File: src/pmsc_pkg.sv
// Shared constants and types for the priority mask and stack control block
package pmsc_pkg;

  // ****************************************************************
  // Special register selection and layout
  // ****************************************************************
  localparam logic SREG_SEL_BASE_PRI = 1'b0;
  localparam logic SREG_SEL_CONTROL = 1'b1;
  localparam int BASE_PRI_LSB = 4;
  localparam int BASE_PRI_MSB = 7;
  localparam int BASE_PRI_W = 4;
  localparam logic [3:0] BASE_PRI_RST = 4'h0;
  localparam logic [3:0] BASE_PRI_OFF = 4'h0;
  localparam logic [3:0] PRIO_SUB_ZERO = 4'h0;
  localparam int CTRL_UNPRIV_BIT = 0;
  localparam int CTRL_STACK_POINTER_SELECT_BIT = 1;
  localparam int CTRL_FLOAT_CONTEXT_ACTIVE_BIT = 2;
  localparam logic CTRL_UNPRIV_RST = 1'b0;
  localparam logic CTRL_STACK_POINTER_SELECT_RST = 1'b0;
  localparam logic CTRL_FLOAT_CONTEXT_ACTIVE_RST = 1'b0;

  // ****************************************************************
  // Exception return code fields
  // ****************************************************************
  localparam int RET_CODE_W = 5;
  localparam int RET_PROC_STACK_BIT = 2;
  localparam int RET_TO_THREAD_BIT = 3;
  localparam int RET_NO_FLOAT_BIT = 4;

  // ****************************************************************
  // Access sizes and memory types
  // ****************************************************************
  localparam logic [1:0] SIZE_BYTE = 2'h0;
  localparam logic [1:0] SIZE_HALF = 2'h1;
  localparam logic [1:0] SIZE_WORD = 2'h2;

  typedef enum logic [1:0] {MEM_NORMAL, MEM_DEVICE, MEM_STRONG} pmsc_mem_t;
  typedef enum logic {MODE_THREAD, MODE_HANDLER} pmsc_mode_t;

  // ****************************************************************
  // Fixed memory map, region start addresses
  // ****************************************************************
  localparam logic [31:0] MAP_SRAM_BASE = 32'h2000_0000;
  localparam logic [31:0] MAP_PERIPH_BASE = 32'h4000_0000;
  localparam logic [31:0] MAP_EXT_RAM_BASE = 32'h6000_0000;
  localparam logic [31:0] MAP_EXT_DEV_BASE = 32'hA000_0000;
  localparam logic [31:0] MAP_GAP_BASE = 32'hE000_0000;
  localparam logic [31:0] MAP_PRIV_BASE = 32'hED00_0000;
  localparam logic [31:0] MAP_MMAP_BASE = 32'hED10_0000;

endpackage

File: src/pmsc_core_ctrl.sv
// Base priority mask, thread stack/privilege control and memory ordering
//
// Operation
// - Nonzero mask refuses exceptions with priority value at or above it.
// - Mask sits in bits 7:4; zero disables masking.
// - Higher priority value means lower urgency in every comparison.
// - Control bit 2 flags live float context, deciding float save on entry.
// - Control bit 1 picks main stack when 0, process stack when 1.
// - Handler mode reads stack select as zero and ignores writes to it.
// - Exception entry and return update control; return restores stack select.
// - Control bit 0: 0 privileged thread, 1 unprivileged thread.
// - After reset thread uses main stack; write or return code switches it.
// - Every handler except reset runs in Handler mode.
// - Word, halfword and byte accesses, all little-endian.
// - Normal regions may be reordered and read speculatively.
// - Device accesses stay ordered against Device and strongly-ordered ones.
// - Strongly-ordered accesses stay ordered against every access.
// - Device writes may be posted; strongly-ordered writes never.
// - Fetch from execute-never region is blocked and raises a fault.
// - Fixed memory map spanning a 4 GB address space.
`timescale 1ns/10ps
module pmsc_core_ctrl #(
  parameter int CNT_W = 4
) (
  // Clock and reset
  input wire logic i_ref_clk,
  input wire logic i_rst_b,
  // Special register move port
  input wire logic i_sreg_wr,
  input wire logic i_sreg_rd,
  input wire logic i_sreg_sel,
  input wire logic [31:0] i_sreg_wdata,
  output logic [31:0] o_sreg_rdata,
  // Exception sequencing
  input wire logic i_exc_entry,
  input wire logic i_exception_return_code,
  input wire logic [pmsc_pkg::RET_CODE_W-1:0] i_exception_return_code_code,
  input wire logic [7:0] i_exc_req_prio,
  output logic o_exc_req_allow,
  output logic o_handler_mode,
  output logic o_stack_select,
  output logic o_thread_unprivileged,
  output logic o_save_float_state,
  // Core access request
  input wire logic i_txn_valid,
  input wire logic i_txn_fetch,
  input wire logic i_txn_write,
  input wire logic [1:0] i_txn_size,
  input wire logic [31:0] i_txn_addr,
  input wire logic [31:0] i_txn_wdata,
  output logic o_txn_ready,
  output logic o_wr_posted,
  output logic o_txn_complete,
  output logic o_mm_fault,
  output logic [31:0] o_fault_addr,
  // Memory bus side
  output logic o_bus_valid,
  output logic [31:0] o_bus_addr,
  output logic o_bus_write,
  output logic [3:0] o_bus_strb,
  output logic [31:0] o_bus_wdata,
  output pmsc_pkg::pmsc_mem_t o_bus_kind,
  input wire logic i_bus_ready,
  input wire logic i_bus_done,
  input wire logic i_bus_done_write,
  input wire pmsc_pkg::pmsc_mem_t i_bus_done_kind
);

  localparam logic [CNT_W-1:0] CNT_ZERO = '0;
  localparam logic [CNT_W-1:0] CNT_FULL = '1;

  logic [3:0] base_pri_r;
  logic stack_pointer_select_r;
  logic unpriv_r;
  logic float_context_active_r;
  pmsc_pkg::pmsc_mode_t mode_r;
  logic handler;
  logic ctrl_wr;
  logic base_wr;
  pmsc_pkg::pmsc_mem_t in_kind;
  logic in_xn;
  logic xn_fetch;
  logic gate_ok;
  logic take;
  logic issue;
  logic accept;
  logic done_ord;
  logic done_strong;
  logic [CNT_W-1:0] any_cnt_r;
  logic [CNT_W-1:0] ord_cnt_r;
  logic [CNT_W-1:0] so_cnt_r;
  logic [3:0] strb_nxt;
  logic [31:0] lane_nxt;

  assign handler = (mode_r == pmsc_pkg::MODE_HANDLER);
  assign ctrl_wr = i_sreg_wr && (i_sreg_sel == pmsc_pkg::SREG_SEL_CONTROL);
  assign base_wr = i_sreg_wr && (i_sreg_sel == pmsc_pkg::SREG_SEL_BASE_PRI);

  // ****************************************************************
  // Base priority mask
  // ****************************************************************
  always_ff @(posedge i_ref_clk or negedge i_rst_b) begin
    if (!i_rst_b) begin
      base_pri_r <= pmsc_pkg::BASE_PRI_RST;
    end else if (base_wr) begin
      base_pri_r <= i_sreg_wdata[pmsc_pkg::BASE_PRI_MSB:pmsc_pkg::BASE_PRI_LSB];
    end
  end

  // Larger value is less urgent, so it is the one that gets held off
  always_comb begin
    if (base_pri_r == pmsc_pkg::BASE_PRI_OFF) begin
      o_exc_req_allow = 1'b1;
    end else begin
      o_exc_req_allow = (i_exc_req_prio < {base_pri_r, pmsc_pkg::PRIO_SUB_ZERO});
    end
  end

  // ****************************************************************
  // Processor mode
  // ****************************************************************
  // Reset is taken in Thread mode, every other exception enters Handler
  always_ff @(posedge i_ref_clk or negedge i_rst_b) begin
    if (!i_rst_b) begin
      mode_r <= pmsc_pkg::MODE_THREAD;
    end else begin
      unique case (mode_r)
        pmsc_pkg::MODE_THREAD: begin
          if (i_exc_entry) begin
            mode_r <= pmsc_pkg::MODE_HANDLER;
          end
        end
        pmsc_pkg::MODE_HANDLER: begin
          if (i_exc_entry) begin
            mode_r <= pmsc_pkg::MODE_HANDLER;
          end else if (i_exception_return_code && i_exception_return_code_code[pmsc_pkg::RET_TO_THREAD_BIT]) begin
            mode_r <= pmsc_pkg::MODE_THREAD;
          end
        end
      endcase
    end
  end

  // ****************************************************************
  // Control register
  // ****************************************************************
  // Hardware sequencing beats a software write in the same cycle
  always_ff @(posedge i_ref_clk or negedge i_rst_b) begin
    if (!i_rst_b) begin
      stack_pointer_select_r <= pmsc_pkg::CTRL_STACK_POINTER_SELECT_RST;
    end else if (i_exception_return_code && handler && i_exception_return_code_code[pmsc_pkg::RET_TO_THREAD_BIT]) begin
      stack_pointer_select_r <= i_exception_return_code_code[pmsc_pkg::RET_PROC_STACK_BIT];
    end else if (ctrl_wr && !handler && !i_exc_entry) begin
      stack_pointer_select_r <= i_sreg_wdata[pmsc_pkg::CTRL_STACK_POINTER_SELECT_BIT];
    end
  end

  always_ff @(posedge i_ref_clk or negedge i_rst_b) begin
    if (!i_rst_b) begin
      unpriv_r <= pmsc_pkg::CTRL_UNPRIV_RST;
    end else if (ctrl_wr) begin
      unpriv_r <= i_sreg_wdata[pmsc_pkg::CTRL_UNPRIV_BIT];
    end
  end

  // Entry stacks the float state, so the handler starts with none live
  always_ff @(posedge i_ref_clk or negedge i_rst_b) begin
    if (!i_rst_b) begin
      float_context_active_r <= pmsc_pkg::CTRL_FLOAT_CONTEXT_ACTIVE_RST;
    end else if (i_exc_entry) begin
      float_context_active_r <= 1'b0;
    end else if (i_exception_return_code && handler) begin
      float_context_active_r <= !i_exception_return_code_code[pmsc_pkg::RET_NO_FLOAT_BIT];
    end else if (ctrl_wr) begin
      float_context_active_r <= i_sreg_wdata[pmsc_pkg::CTRL_FLOAT_CONTEXT_ACTIVE_BIT];
    end
  end

  assign o_handler_mode = handler;
  assign o_stack_select = stack_pointer_select_r && !handler;
  assign o_thread_unprivileged = unpriv_r;
  assign o_save_float_state = float_context_active_r;

  // ****************************************************************
  // Special register read
  // ****************************************************************
  always_ff @(posedge i_ref_clk or negedge i_rst_b) begin
    if (!i_rst_b) begin
      o_sreg_rdata <= 32'h0000_0000;
    end else if (i_sreg_rd) begin
      o_sreg_rdata <= 32'h0000_0000;
      if (i_sreg_sel == pmsc_pkg::SREG_SEL_BASE_PRI) begin
        o_sreg_rdata[pmsc_pkg::BASE_PRI_MSB:pmsc_pkg::BASE_PRI_LSB] <= base_pri_r;
      end else begin
        o_sreg_rdata[pmsc_pkg::CTRL_UNPRIV_BIT] <= unpriv_r;
        o_sreg_rdata[pmsc_pkg::CTRL_STACK_POINTER_SELECT_BIT] <= stack_pointer_select_r && !handler;
        o_sreg_rdata[pmsc_pkg::CTRL_FLOAT_CONTEXT_ACTIVE_BIT] <= float_context_active_r;
      end
    end
  end

  // ****************************************************************
  // Region decode and issue gating
  // ****************************************************************
  pmsc_region_map pmsc_region_map_inst (
    .i_addr(i_txn_addr),
    .o_mem_type(in_kind),
    .o_execute_never(in_xn)
  );

  // Normal only waits behind strongly-ordered; reorder freedom is not used
  always_comb begin
    gate_ok = (any_cnt_r != CNT_FULL);
    unique case (in_kind)
      pmsc_pkg::MEM_NORMAL: gate_ok = gate_ok && (so_cnt_r == CNT_ZERO);
      pmsc_pkg::MEM_DEVICE: gate_ok = gate_ok && (ord_cnt_r == CNT_ZERO);
      pmsc_pkg::MEM_STRONG: gate_ok = gate_ok && (any_cnt_r == CNT_ZERO);
      default: gate_ok = 1'b0;
    endcase
  end

  assign xn_fetch = i_txn_fetch && in_xn;
  assign o_txn_ready = !o_bus_valid && (xn_fetch || gate_ok);
  assign take = i_txn_valid && o_txn_ready;
  assign issue = take && !xn_fetch;
  assign accept = o_bus_valid && i_bus_ready;
  assign done_ord = i_bus_done && (i_bus_done_kind != pmsc_pkg::MEM_NORMAL);
  assign done_strong = i_bus_done && (i_bus_done_kind == pmsc_pkg::MEM_STRONG);

  // ****************************************************************
  // Outstanding access counters
  // ****************************************************************
  always_ff @(posedge i_ref_clk or negedge i_rst_b) begin
    if (!i_rst_b) begin
      any_cnt_r <= CNT_ZERO;
      ord_cnt_r <= CNT_ZERO;
      so_cnt_r <= CNT_ZERO;
    end else begin
      any_cnt_r <= any_cnt_r + CNT_W'(issue) - CNT_W'(i_bus_done);
      ord_cnt_r <= ord_cnt_r + CNT_W'(issue && in_kind != pmsc_pkg::MEM_NORMAL) - CNT_W'(done_ord);
      so_cnt_r <= so_cnt_r + CNT_W'(issue && in_kind == pmsc_pkg::MEM_STRONG) - CNT_W'(done_strong);
    end
  end

  // ****************************************************************
  // Little-endian lane placement
  // ****************************************************************
  always_comb begin
    unique case (i_txn_size)
      pmsc_pkg::SIZE_BYTE: begin
        strb_nxt = 4'h1 << i_txn_addr[1:0];
        lane_nxt = {4{i_txn_wdata[7:0]}};
      end
      pmsc_pkg::SIZE_HALF: begin
        strb_nxt = i_txn_addr[1] ? 4'hC : 4'h3;
        lane_nxt = {2{i_txn_wdata[15:0]}};
      end
      default: begin
        strb_nxt = 4'hF;
        lane_nxt = i_txn_wdata;
      end
    endcase
  end

  // ****************************************************************
  // Bus request register
  // ****************************************************************
  always_ff @(posedge i_ref_clk or negedge i_rst_b) begin
    if (!i_rst_b) begin
      o_bus_valid <= 1'b0;
    end else if (issue) begin
      o_bus_valid <= 1'b1;
    end else if (accept) begin
      o_bus_valid <= 1'b0;
    end
  end

  always_ff @(posedge i_ref_clk or negedge i_rst_b) begin
    if (!i_rst_b) begin
      o_bus_addr <= 32'h0000_0000;
      o_bus_write <= 1'b0;
      o_bus_strb <= 4'h0;
      o_bus_wdata <= 32'h0000_0000;
      o_bus_kind <= pmsc_pkg::MEM_NORMAL;
    end else if (issue) begin
      o_bus_addr <= i_txn_addr;
      o_bus_write <= i_txn_write;
      o_bus_strb <= strb_nxt;
      o_bus_wdata <= lane_nxt;
      o_bus_kind <= in_kind;
    end
  end

  // ****************************************************************
  // Completion, posting and fault reporting
  // ****************************************************************
  // A posted write is acknowledged at acceptance; its later done is silent
  always_ff @(posedge i_ref_clk or negedge i_rst_b) begin
    if (!i_rst_b) begin
      o_wr_posted <= 1'b0;
      o_txn_complete <= 1'b0;
    end else begin
      o_wr_posted <= accept && o_bus_write && (o_bus_kind != pmsc_pkg::MEM_STRONG);
      o_txn_complete <= i_bus_done && !(i_bus_done_write && i_bus_done_kind != pmsc_pkg::MEM_STRONG);
    end
  end

  always_ff @(posedge i_ref_clk or negedge i_rst_b) begin
    if (!i_rst_b) begin
      o_mm_fault <= 1'b0;
      o_fault_addr <= 32'h0000_0000;
    end else begin
      o_mm_fault <= take && xn_fetch;
      if (take && xn_fetch) begin
        o_fault_addr <= i_txn_addr;
      end
    end
  end
endmodule

File: src/pmsc_region_map.sv
// Fixed address map decode: memory type and execute-never per address
`timescale 1ns/10ps
module pmsc_region_map (
  // Address in
  input wire logic [31:0] i_addr,
  // Region attributes
  output pmsc_pkg::pmsc_mem_t o_mem_type,
  output logic o_execute_never
);

  // ****************************************************************
  // Decode
  // ****************************************************************
  // Unlisted hole below the private area is handled as Device, no execute
  always_comb begin
    if (i_addr < pmsc_pkg::MAP_SRAM_BASE) begin
      o_mem_type = pmsc_pkg::MEM_NORMAL;
      o_execute_never = 1'b0;
    end else if (i_addr < pmsc_pkg::MAP_PERIPH_BASE) begin
      o_mem_type = pmsc_pkg::MEM_NORMAL;
      o_execute_never = 1'b0;
    end else if (i_addr < pmsc_pkg::MAP_EXT_RAM_BASE) begin
      o_mem_type = pmsc_pkg::MEM_DEVICE;
      o_execute_never = 1'b1;
    end else if (i_addr < pmsc_pkg::MAP_EXT_DEV_BASE) begin
      o_mem_type = pmsc_pkg::MEM_NORMAL;
      o_execute_never = 1'b0;
    end else if (i_addr < pmsc_pkg::MAP_PRIV_BASE) begin
      o_mem_type = pmsc_pkg::MEM_DEVICE;
      o_execute_never = 1'b1;
    end else if (i_addr < pmsc_pkg::MAP_MMAP_BASE) begin
      o_mem_type = pmsc_pkg::MEM_STRONG;
      o_execute_never = 1'b1;
    end else begin
      o_mem_type = pmsc_pkg::MEM_DEVICE;
      o_execute_never = 1'b1;
    end
  end

endmodule

File: config.mk
export PLATFORM = sky130hd
export DESIGN_NAME = pmsc_core_ctrl
export DESIGN_NICKNAME = d
export VERILOG_FILES = /design/src/pmsc_pkg.sv /design/src/pmsc_core_ctrl.sv /design/src/pmsc_region_map.sv
export SDC_FILE = /design/constraint.sdc
export NUM_CORES = 1
export LEC_CHECK = 0
export ABC_AREA = 1
export BUFFER_PORTS_ARGS = -buffer_cell sky130_fd_sc_hd__buf_2
export CORE_UTILIZATION = 47
export DETAILED_ROUTE_END_ITERATION = 8
export PLACE_DENSITY_LB_ADDON = 0.15
export SYNTH_ARGS = -nofsm -noshare
export SYNTH_HDL_FRONTEND = slang
export SYNTH_SLANG_ARGS = --single-unit
File: constraint.sdc
create_clock -name i_ref_clk -period 2.84 [get_ports i_ref_clk]
set_input_delay 0.284 -clock i_ref_clk [delete_from_list [all_inputs] [get_ports i_ref_clk]]
set_output_delay 0.284 -clock i_ref_clk [all_outputs]
set_load 0.02 [all_outputs]
# ---- After elaboration in Yosys (flattened, before gate mapping)
# Cells that the tools add are included.
dict set report classes {
  n_addsub 6
  magnitude_cmp 7
  n_eq_ne 7
  shift 1
  n_mux 28
  n_bitwise 2
  reduce_logical 43
}
# operator count
set ops {}
lappend ops {{$lt 32x32->1 const B} 3}
lappend ops {{$lt 32x31->1 const B} 2}
lappend ops {{$pmux 32 s2} 1}
lappend ops {{$lt 32x30->1 const B} 1}
lappend ops {{$logic_and 1x1->1} 25}
lappend ops {{$logic_not 4->1} 4}
lappend ops {{$mux 1} 15}
lappend ops {{$add 4x1->4} 3}
lappend ops {{$mux 2} 6}
lappend ops {{$sub 4x1->4} 3}
lappend ops {{$lt 8x8->1} 1}
lappend ops {{$mux 4} 2}
lappend ops {{$pmux 4 s2} 1}
lappend ops {{$reduce_bool 2->1} 4}
lappend ops {{$logic_not 1->1} 6}
lappend ops {{$eq 2x1->1 const B} 2}
lappend ops {{$eq 2x2->1 const B} 2}
lappend ops {{$logic_not 2->1} 2}
lappend ops {{$ne 2x2->1 const B} 2}
lappend ops {{$ne 4x4->1 const B} 1}
lappend ops {{$shl 1x2->4 const A} 1}
lappend ops {{$mux 3} 1}
lappend ops {{$pmux 1 s3} 1}
lappend ops {{$reduce_bool 3->1} 1}
lappend ops {{3 further kinds} 4}
dict set report word_totals {
  ff_bits 134
  in_bits 126
  word_cells 113
}

# ---- Logic depth before layout (Yosys ltp)
dict set report depth {
  depth_word 16
  mapped_depth 22
  depth_no_buf 21
}

# ---- Cells and area by module
# A second synthesis with hierarchy kept.
dict set report unflattened {
  hier_cells 674
  area_unflattened_um2 6109.6
}
# mod instances cells_each area_per_inst_um2
set by_module_without_submodules {}
lappend by_module_without_submodules {pmsc_core_ctrl 1 652 6018.3}
lappend by_module_without_submodules {pmsc_region_map 1 22 91.3}

# ---- Least setup slack after synthesis
# No wires, ideal clock.
dict set report synth_path {
  path_kind {input-to-reg}
  from {input i_txn_addr[22]}
  to {register so_cnt_r[2]}
  setup_time_ns 0.124
  arrival_time_ns 2.809
  required_time_ns 2.716
  path_slack_ns -0.093
  cell_stages 19
  n_path_buf 1
  cell_sequence {nor4_1 > nand3_1 > nand2_1 > inv_1 > ha_1 > inv_1 > nand2_1 > inv_1 > nand2_1 > nor2_2 > nand4_4 > buf_6 > inv_1 > nand2_1 > ha_1 > inv_1 > ha_1 > fa_1 > xor2_1}
}
dict set report synth_between {
  elab_chain_cells 16
  word_cells_on_any_way 29
  cone_classes {add/sub (2); order compare (6); eq/ne (2); mux (11); reduce/logical (8)}
}
# element line_no
set synth_rtl {}
lappend synth_rtl {{start, declared} pmsc_core_ctrl.sv:49} ;# input wire logic [31:0] i_txn_addr,
lappend synth_rtl {{$lt 32x32->1} pmsc_region_map.sv:31} ;# end else if (i_addr < pmsc_pkg::MAP_MMAP_BASE) begin
lappend synth_rtl {{$mux 2} pmsc_region_map.sv:31}
lappend synth_rtl {{$mux 2} pmsc_region_map.sv:28} ;# end else if (i_addr < pmsc_pkg::MAP_PRIV_BASE) begin
lappend synth_rtl {{$mux 2} pmsc_region_map.sv:25} ;# end else if (i_addr < pmsc_pkg::MAP_EXT_DEV_BASE) begin
lappend synth_rtl {{$mux 2} pmsc_region_map.sv:22} ;# end else if (i_addr < pmsc_pkg::MAP_EXT_RAM_BASE) begin
lappend synth_rtl {{$mux 2} pmsc_region_map.sv:19} ;# end else if (i_addr < pmsc_pkg::MAP_PERIPH_BASE) begin
lappend synth_rtl {{$mux 2 (*)} pmsc_region_map.sv:16} ;# if (i_addr < pmsc_pkg::MAP_SRAM_BASE) begin
lappend synth_rtl {{via in_kind[0]} pmsc_core_ctrl.sv:80} ;# pmsc_pkg::pmsc_mem_t in_kind;
lappend synth_rtl {{[2 not listed]} -}
lappend synth_rtl {{$logic_or 1x1->1 (*)} pmsc_core_ctrl.sv:223} ;# assign o_txn_ready = !o_bus_valid && (xn_fetch || gate_ok);
lappend synth_rtl {{$logic_and 1x1->1 (*)} pmsc_core_ctrl.sv:223}
lappend synth_rtl {{$logic_and 1x1->1 (*)} pmsc_core_ctrl.sv:224} ;# assign take = i_txn_valid && o_txn_ready;
lappend synth_rtl {{$logic_and 1x1->1 (*)} pmsc_core_ctrl.sv:225} ;# assign issue = take && !xn_fetch;
lappend synth_rtl {{via issue} pmsc_core_ctrl.sv:85} ;# logic issue;
lappend synth_rtl {{$logic_and 1x1->1 (*)} pmsc_core_ctrl.sv:241} ;# so_cnt_r <= so_cnt_r + CNT_W'(issue && in_kind == pmsc_pkg::MEM_STRONG) - CNT_W'(done_strong);
lappend synth_rtl {{$add 4x1->4 (*)} pmsc_core_ctrl.sv:241}
lappend synth_rtl {{$sub 4x1->4 (*)} pmsc_core_ctrl.sv:241}
lappend synth_rtl {{end signal, assigned} pmsc_core_ctrl.sv:241}
lappend synth_rtl {{end, declared} pmsc_core_ctrl.sv:91} ;# logic [CNT_W-1:0] so_cnt_r;
# Mark *: on every way through the listed nets, which the timed path passes. The rest lies on a longest branch.
# A chain may end at the register's enable or synchronous reset.

# ---- Worst setup path after layout
dict set report layout_path {
  from {input i_txn_addr[21]}
  to {register ord_cnt_r[1]}
}
dict set report layout_between {
  elab_chain_cells 16
  word_cells_on_any_way 30
  cone_classes {add/sub (2); order compare (6); eq/ne (2); mux (11); reduce/logical (9)}
}
# element line_no
set layout_rtl {}
lappend layout_rtl {{$lt 32x32->1} pmsc_region_map.sv:31}
lappend layout_rtl {{$mux 2} pmsc_region_map.sv:31}
lappend layout_rtl {{$mux 2} pmsc_region_map.sv:28}
lappend layout_rtl {{$mux 2} pmsc_region_map.sv:25}
lappend layout_rtl {{$mux 2} pmsc_region_map.sv:22}
lappend layout_rtl {{$mux 2} pmsc_region_map.sv:19}
lappend layout_rtl {{$mux 2} pmsc_region_map.sv:16}
lappend layout_rtl {{$eq 2x2->1 (tied with other cells)} pmsc_core_ctrl.sv:214} ;# unique case (in_kind)
lappend layout_rtl {{$pmux 1 s3} pmsc_core_ctrl.sv:214}
lappend layout_rtl {{$logic_or 1x1->1} pmsc_core_ctrl.sv:223}
lappend layout_rtl {{$logic_and 1x1->1} pmsc_core_ctrl.sv:223}
lappend layout_rtl {{$logic_and 1x1->1} pmsc_core_ctrl.sv:224}
lappend layout_rtl {{$logic_and 1x1->1 (*)} pmsc_core_ctrl.sv:225}
lappend layout_rtl {{via issue} pmsc_core_ctrl.sv:85}
lappend layout_rtl {{$logic_and 1x1->1 (*)} pmsc_core_ctrl.sv:240} ;# ord_cnt_r <= ord_cnt_r + CNT_W'(issue && in_kind != pmsc_pkg::MEM_NORMAL) - CNT_W'(done_ord);
lappend layout_rtl {{$add 4x1->4 (*)} pmsc_core_ctrl.sv:240}
lappend layout_rtl {{$sub 4x1->4 (*)} pmsc_core_ctrl.sv:240}
lappend layout_rtl {{end signal, assigned} pmsc_core_ctrl.sv:240}
lappend layout_rtl {{end, declared} pmsc_core_ctrl.sv:90} ;# logic [CNT_W-1:0] ord_cnt_r;
# Marks and branches as above.

==> impl_metrics.yaml <==
drt:
  remaining_drc_errors: 0
  detail_route.first_pass.iterations: 4
  num_vias: 5039
  postRouteAntennaNets: 0
  routed_wire_length_per_instance_um: 13.3
  ratio_of_routed_vias_to_standard_cells: 4.70
  detail_route.wirelength_um: 14300
  detailed_route_iter0_violations: 329
timing:
  timing.final.max_slew_violations: 0
  worst-slew-pin-transition_ns: 0.924
  fin_worst_skew_ns: 0.0104
  totalNegativeSetupSlack_ns: 0
  finalHoldViolations: 5
  rsz_0062_raised_after_global_routing: "no"
  report.final.setup_viol: 0
  max-slew-margin-rel_pct: 38.4
  max_freq_mhz: 379
  layout_min_cycle_time_ns: 2.64
  min_period_over_period_pct: 92.9
  whs_ns: -0.0327
layout:
  multi_input_area_mm2: 0.00211
  fillerInstances: 1132
  instances_no_fill: 1071
  insertedDiodeCount: 0
  final-seq-area_mm2: 0.00335
  num-nets-final: 1037
  final_layout_size_suffix_gt1_share_pct: 30.7
  area_overhead_of_the_layout_relative_to_synthesis_pct: 29.2
die:
  die_ar_mm2: 0.0134
  top_level_port_count: 271
  num_rows: 41
  fp.dieW_um: 116
  core_area_mm2: 0.0126
  initial_utilization_pct: 48.2
  vertical_extent_of_the_die_um: 116
synth:
  synth.top_cells.by_area: "sky130_fd_sc_hd__dfrtp_1 55%, sky130_fd_sc_hd__nand2_1 9.0%, sky130_fd_sc_hd__inv_1 6.2%"
  netlist-cell-type-count: 30
  postSynthCellCount: 663
  postSynth.topFlopCell: "sky130_fd_sc_hd__dfrtp_1"
  synthesis.area_mm2: 0.00608
  ys_warn_count: 0
  yosys.area.top_type_share_pct: 55.2
  ys_top_cells_by_count: "145 x sky130_fd_sc_hd__nand2_1, 134 x sky130_fd_sc_hd__dfrtp_1, 101 x sky130_fd_sc_hd__inv_1"
  post_synth_edffs: 0
  post-synth-top-area-cell: "sky130_fd_sc_hd__dfrtp_1"
  fraction_of_registers_with_async_set_or_reset_after_synthesis_pct: 100
  postSynthRegisterBits: 134
  post_syn_area_per_cell_um2: 9.17
  seq_area_frac_synth_pct: 55.2
  most_common_cell_in_the_netlist: "sky130_fd_sc_hd__nand2_1"
setup_path:
  critical_path_destination: "ord_cnt_r[1]"
  critical_path.n_buffers_inverters: 5
  critical_path.max_stage_delay_ns: 0.48
  worst-path-stages: 18
  cp_cell_instances: "buf_2 -> nor4_4 -> nand3_2 -> nand2_2 -> ha_1 -> nand2_1 -> nor2_1 -> nor2_1 -> nor2_2 -> nand4_4 -> inv_2 -> nand2_1 -> ha_1 -> inv_1 -> ha_2 -> inv_1 -> fa_1 -> inv_1"
  critical-path-top-delay-family: "simple AND/OR/NAND/NOR gates"
  timing.critical_path.required_ns: 3.14
  critical_path.reg2reg.startpoint: "any_cnt_r[2]"
  cp_data_arrival_time_ns: 2.94
  endpoint_kind: "flip-flop"
  critical_path_peak_fanout: 3
  cp_slowest_cell: "sky130_fd_sc_hd__fa_1"
  crit_top_cell: "sky130_fd_sc_hd__inv_1"
  r2r.worst_path.cells: 15
  cp-start-kind: "input pin"
  setup.reg_to_reg.worst_slack_ns: 0.38
  rr_endpoint: "ord_cnt_r[1]"
  setup.worst_path.class: "in2reg"
  critical_path.startpoint: "i_txn_addr[21]"
clocking:
  cts.repair_timing.setup_buffer_count: 0
  clkLatencyLatePin_ns: 0.41
  cts-root-to-sink-buffers: 2
  tritoncts.num_buffers: 17
  clock-sinks: 134
  worst_setup_hold_path_clk_slew_ns: 0.06
  h-tree-depth: 4
  clock_tree_from_tritoncts: "yes"
  clockRootBuffer: "sky130_fd_sc_hd__clkbuf_16"
place:
  dpl.hpwl_um: 10400
  port_buffers: 214
  placedCellCount: 1039
  globalplace.congestion: 0.807
run:
  max_capacitance_violation_total: 0
worst_hold_path:
  hold_path.class: "in2async"
global_route:
  grt_pass1_vias: 4787
  grtUsageTotal_pct: 22.3
  pin_count_of_the_biggest_net_entering_global_routing: 104
  grt_first_pass_wirelength_um: 22800
  globalRoute.totalOverflow: 0
  grt_antenna_before_repair: 0
power:
  power.static_leakage_uw: 0.00444
  vdd.ir_drop.worst_v: 0.000633
  power_density_mw_per_mm2: 1030
  design_power_total_uw: 8120
outcome:
  failed_checks: "hold timing"
  status: "finished with violations"
cell type report:
class,count,share of cell area [%]
clock buffers,23,6.21
inverters,101,4.83
repair buffers,231,15.7
clock inverters,9,0.956
well taps,172,2.74
multi-input cells,401,26.9
flip-flops and latches,134,42.7
worst register-to-register path, delay by kind of cell (launching register included):
kind | cells | cell delay (ns)
adders and majority gates | 4 | 1.06
DFF | 1 | 0.38
and+or+nand+nor | 6 | 0.59
buffers and inverters | 5 | 0.32
placed cells by master, fill, tap and decap left out, drive strengths merged, types with 6 or more instances in the layout:
master    n
buf     231
nand2   146
o21ai   109
conb     25
nand3    10
dfrtp   134
a221oi    7
a21oi    32
ha       22
clkinv    6
clkbuf   23
inv     101
nor2     26
flip-flops by register name (all words and copies together) (netlist names), 2 cells and up:
signal,cells
o_sreg_rdata,7
o_bus_addr,32
o_bus_wdata,32
ord_cnt_r,4
o_fault_addr,32
any_cnt_r,4
o_bus_kind,2
so_cnt_r,4
base_pri_r,4
o_bus_strb,4
timing repair:
action	in CTS	in global routing
resized for setup	0	2
hold buffers	0	0
endpoints found under the setup margin	0	3
metal layers:
metal,vias to the layer above,routed length (um),share of wire (%),global-route usage (%)
li1,2518,-,-,-
met1,2315,6200,43,28.7
met3,28,1030,7.2,6.80
met5,-,0,0,0
met4,0,362,2.5,9.57
met2,178,6710,47,34.9
cell families after synthesis:
group                    count (synthesis)  share of synthesized area [%]
XOR/XNOR                                 6                          0.865
adder cells (fa/ha/maj)                 25                           5.52
AND/OR/NAND/NOR                        186                           12.2
flip-flops                             134                           55.2
other                                    1                         0.0617
AO/OA/AOI/OAI                          159                           14.1
buffers and inverters                  152                           12.1
report_power, final:
part / total [uW] / internal, uW / switching [uW] / leakage (uW)
clock network: 2060 / 1290 / 774 / 0.000279
logic: 3020 / 1080 / 1940 / 0.00250
registers: 3050 / 2660 / 388 / 0.00166
total: 8120 / 5020 / 3100 / 0.00444
worst min-delay path by stage:
| stage | end | cells past startpoint |
|---|---|---|
| floorplan | any_cnt_r[0] | 0 |
| global placement | o_sreg_rdata[6] | 1 |
| detailed placement | o_sreg_rdata[7] | 1 |
| CTS | o_sreg_rdata[7] | 1 |
| global route | o_sreg_rdata[7] | 1 |
| finish | o_sreg_rdata[6] | 1 |
per-stage QoR:
step | setup WS [ns] | cell area, um2 | utilization, %
6_report | 0.200 | 7850 | 62.2
4_1_cts | 0.148 | 7850 | 62.2
3_3_place_gp | -0.183 | 7280 | 57.7
3_5_place_dp | -0.261 | 7280 | 57.7
5_1_grt | 0.0216 | 7850 | 62.2
2_1_floorplan | -0.0308 | 6190 | -
(Power assumes the default switching activity.)
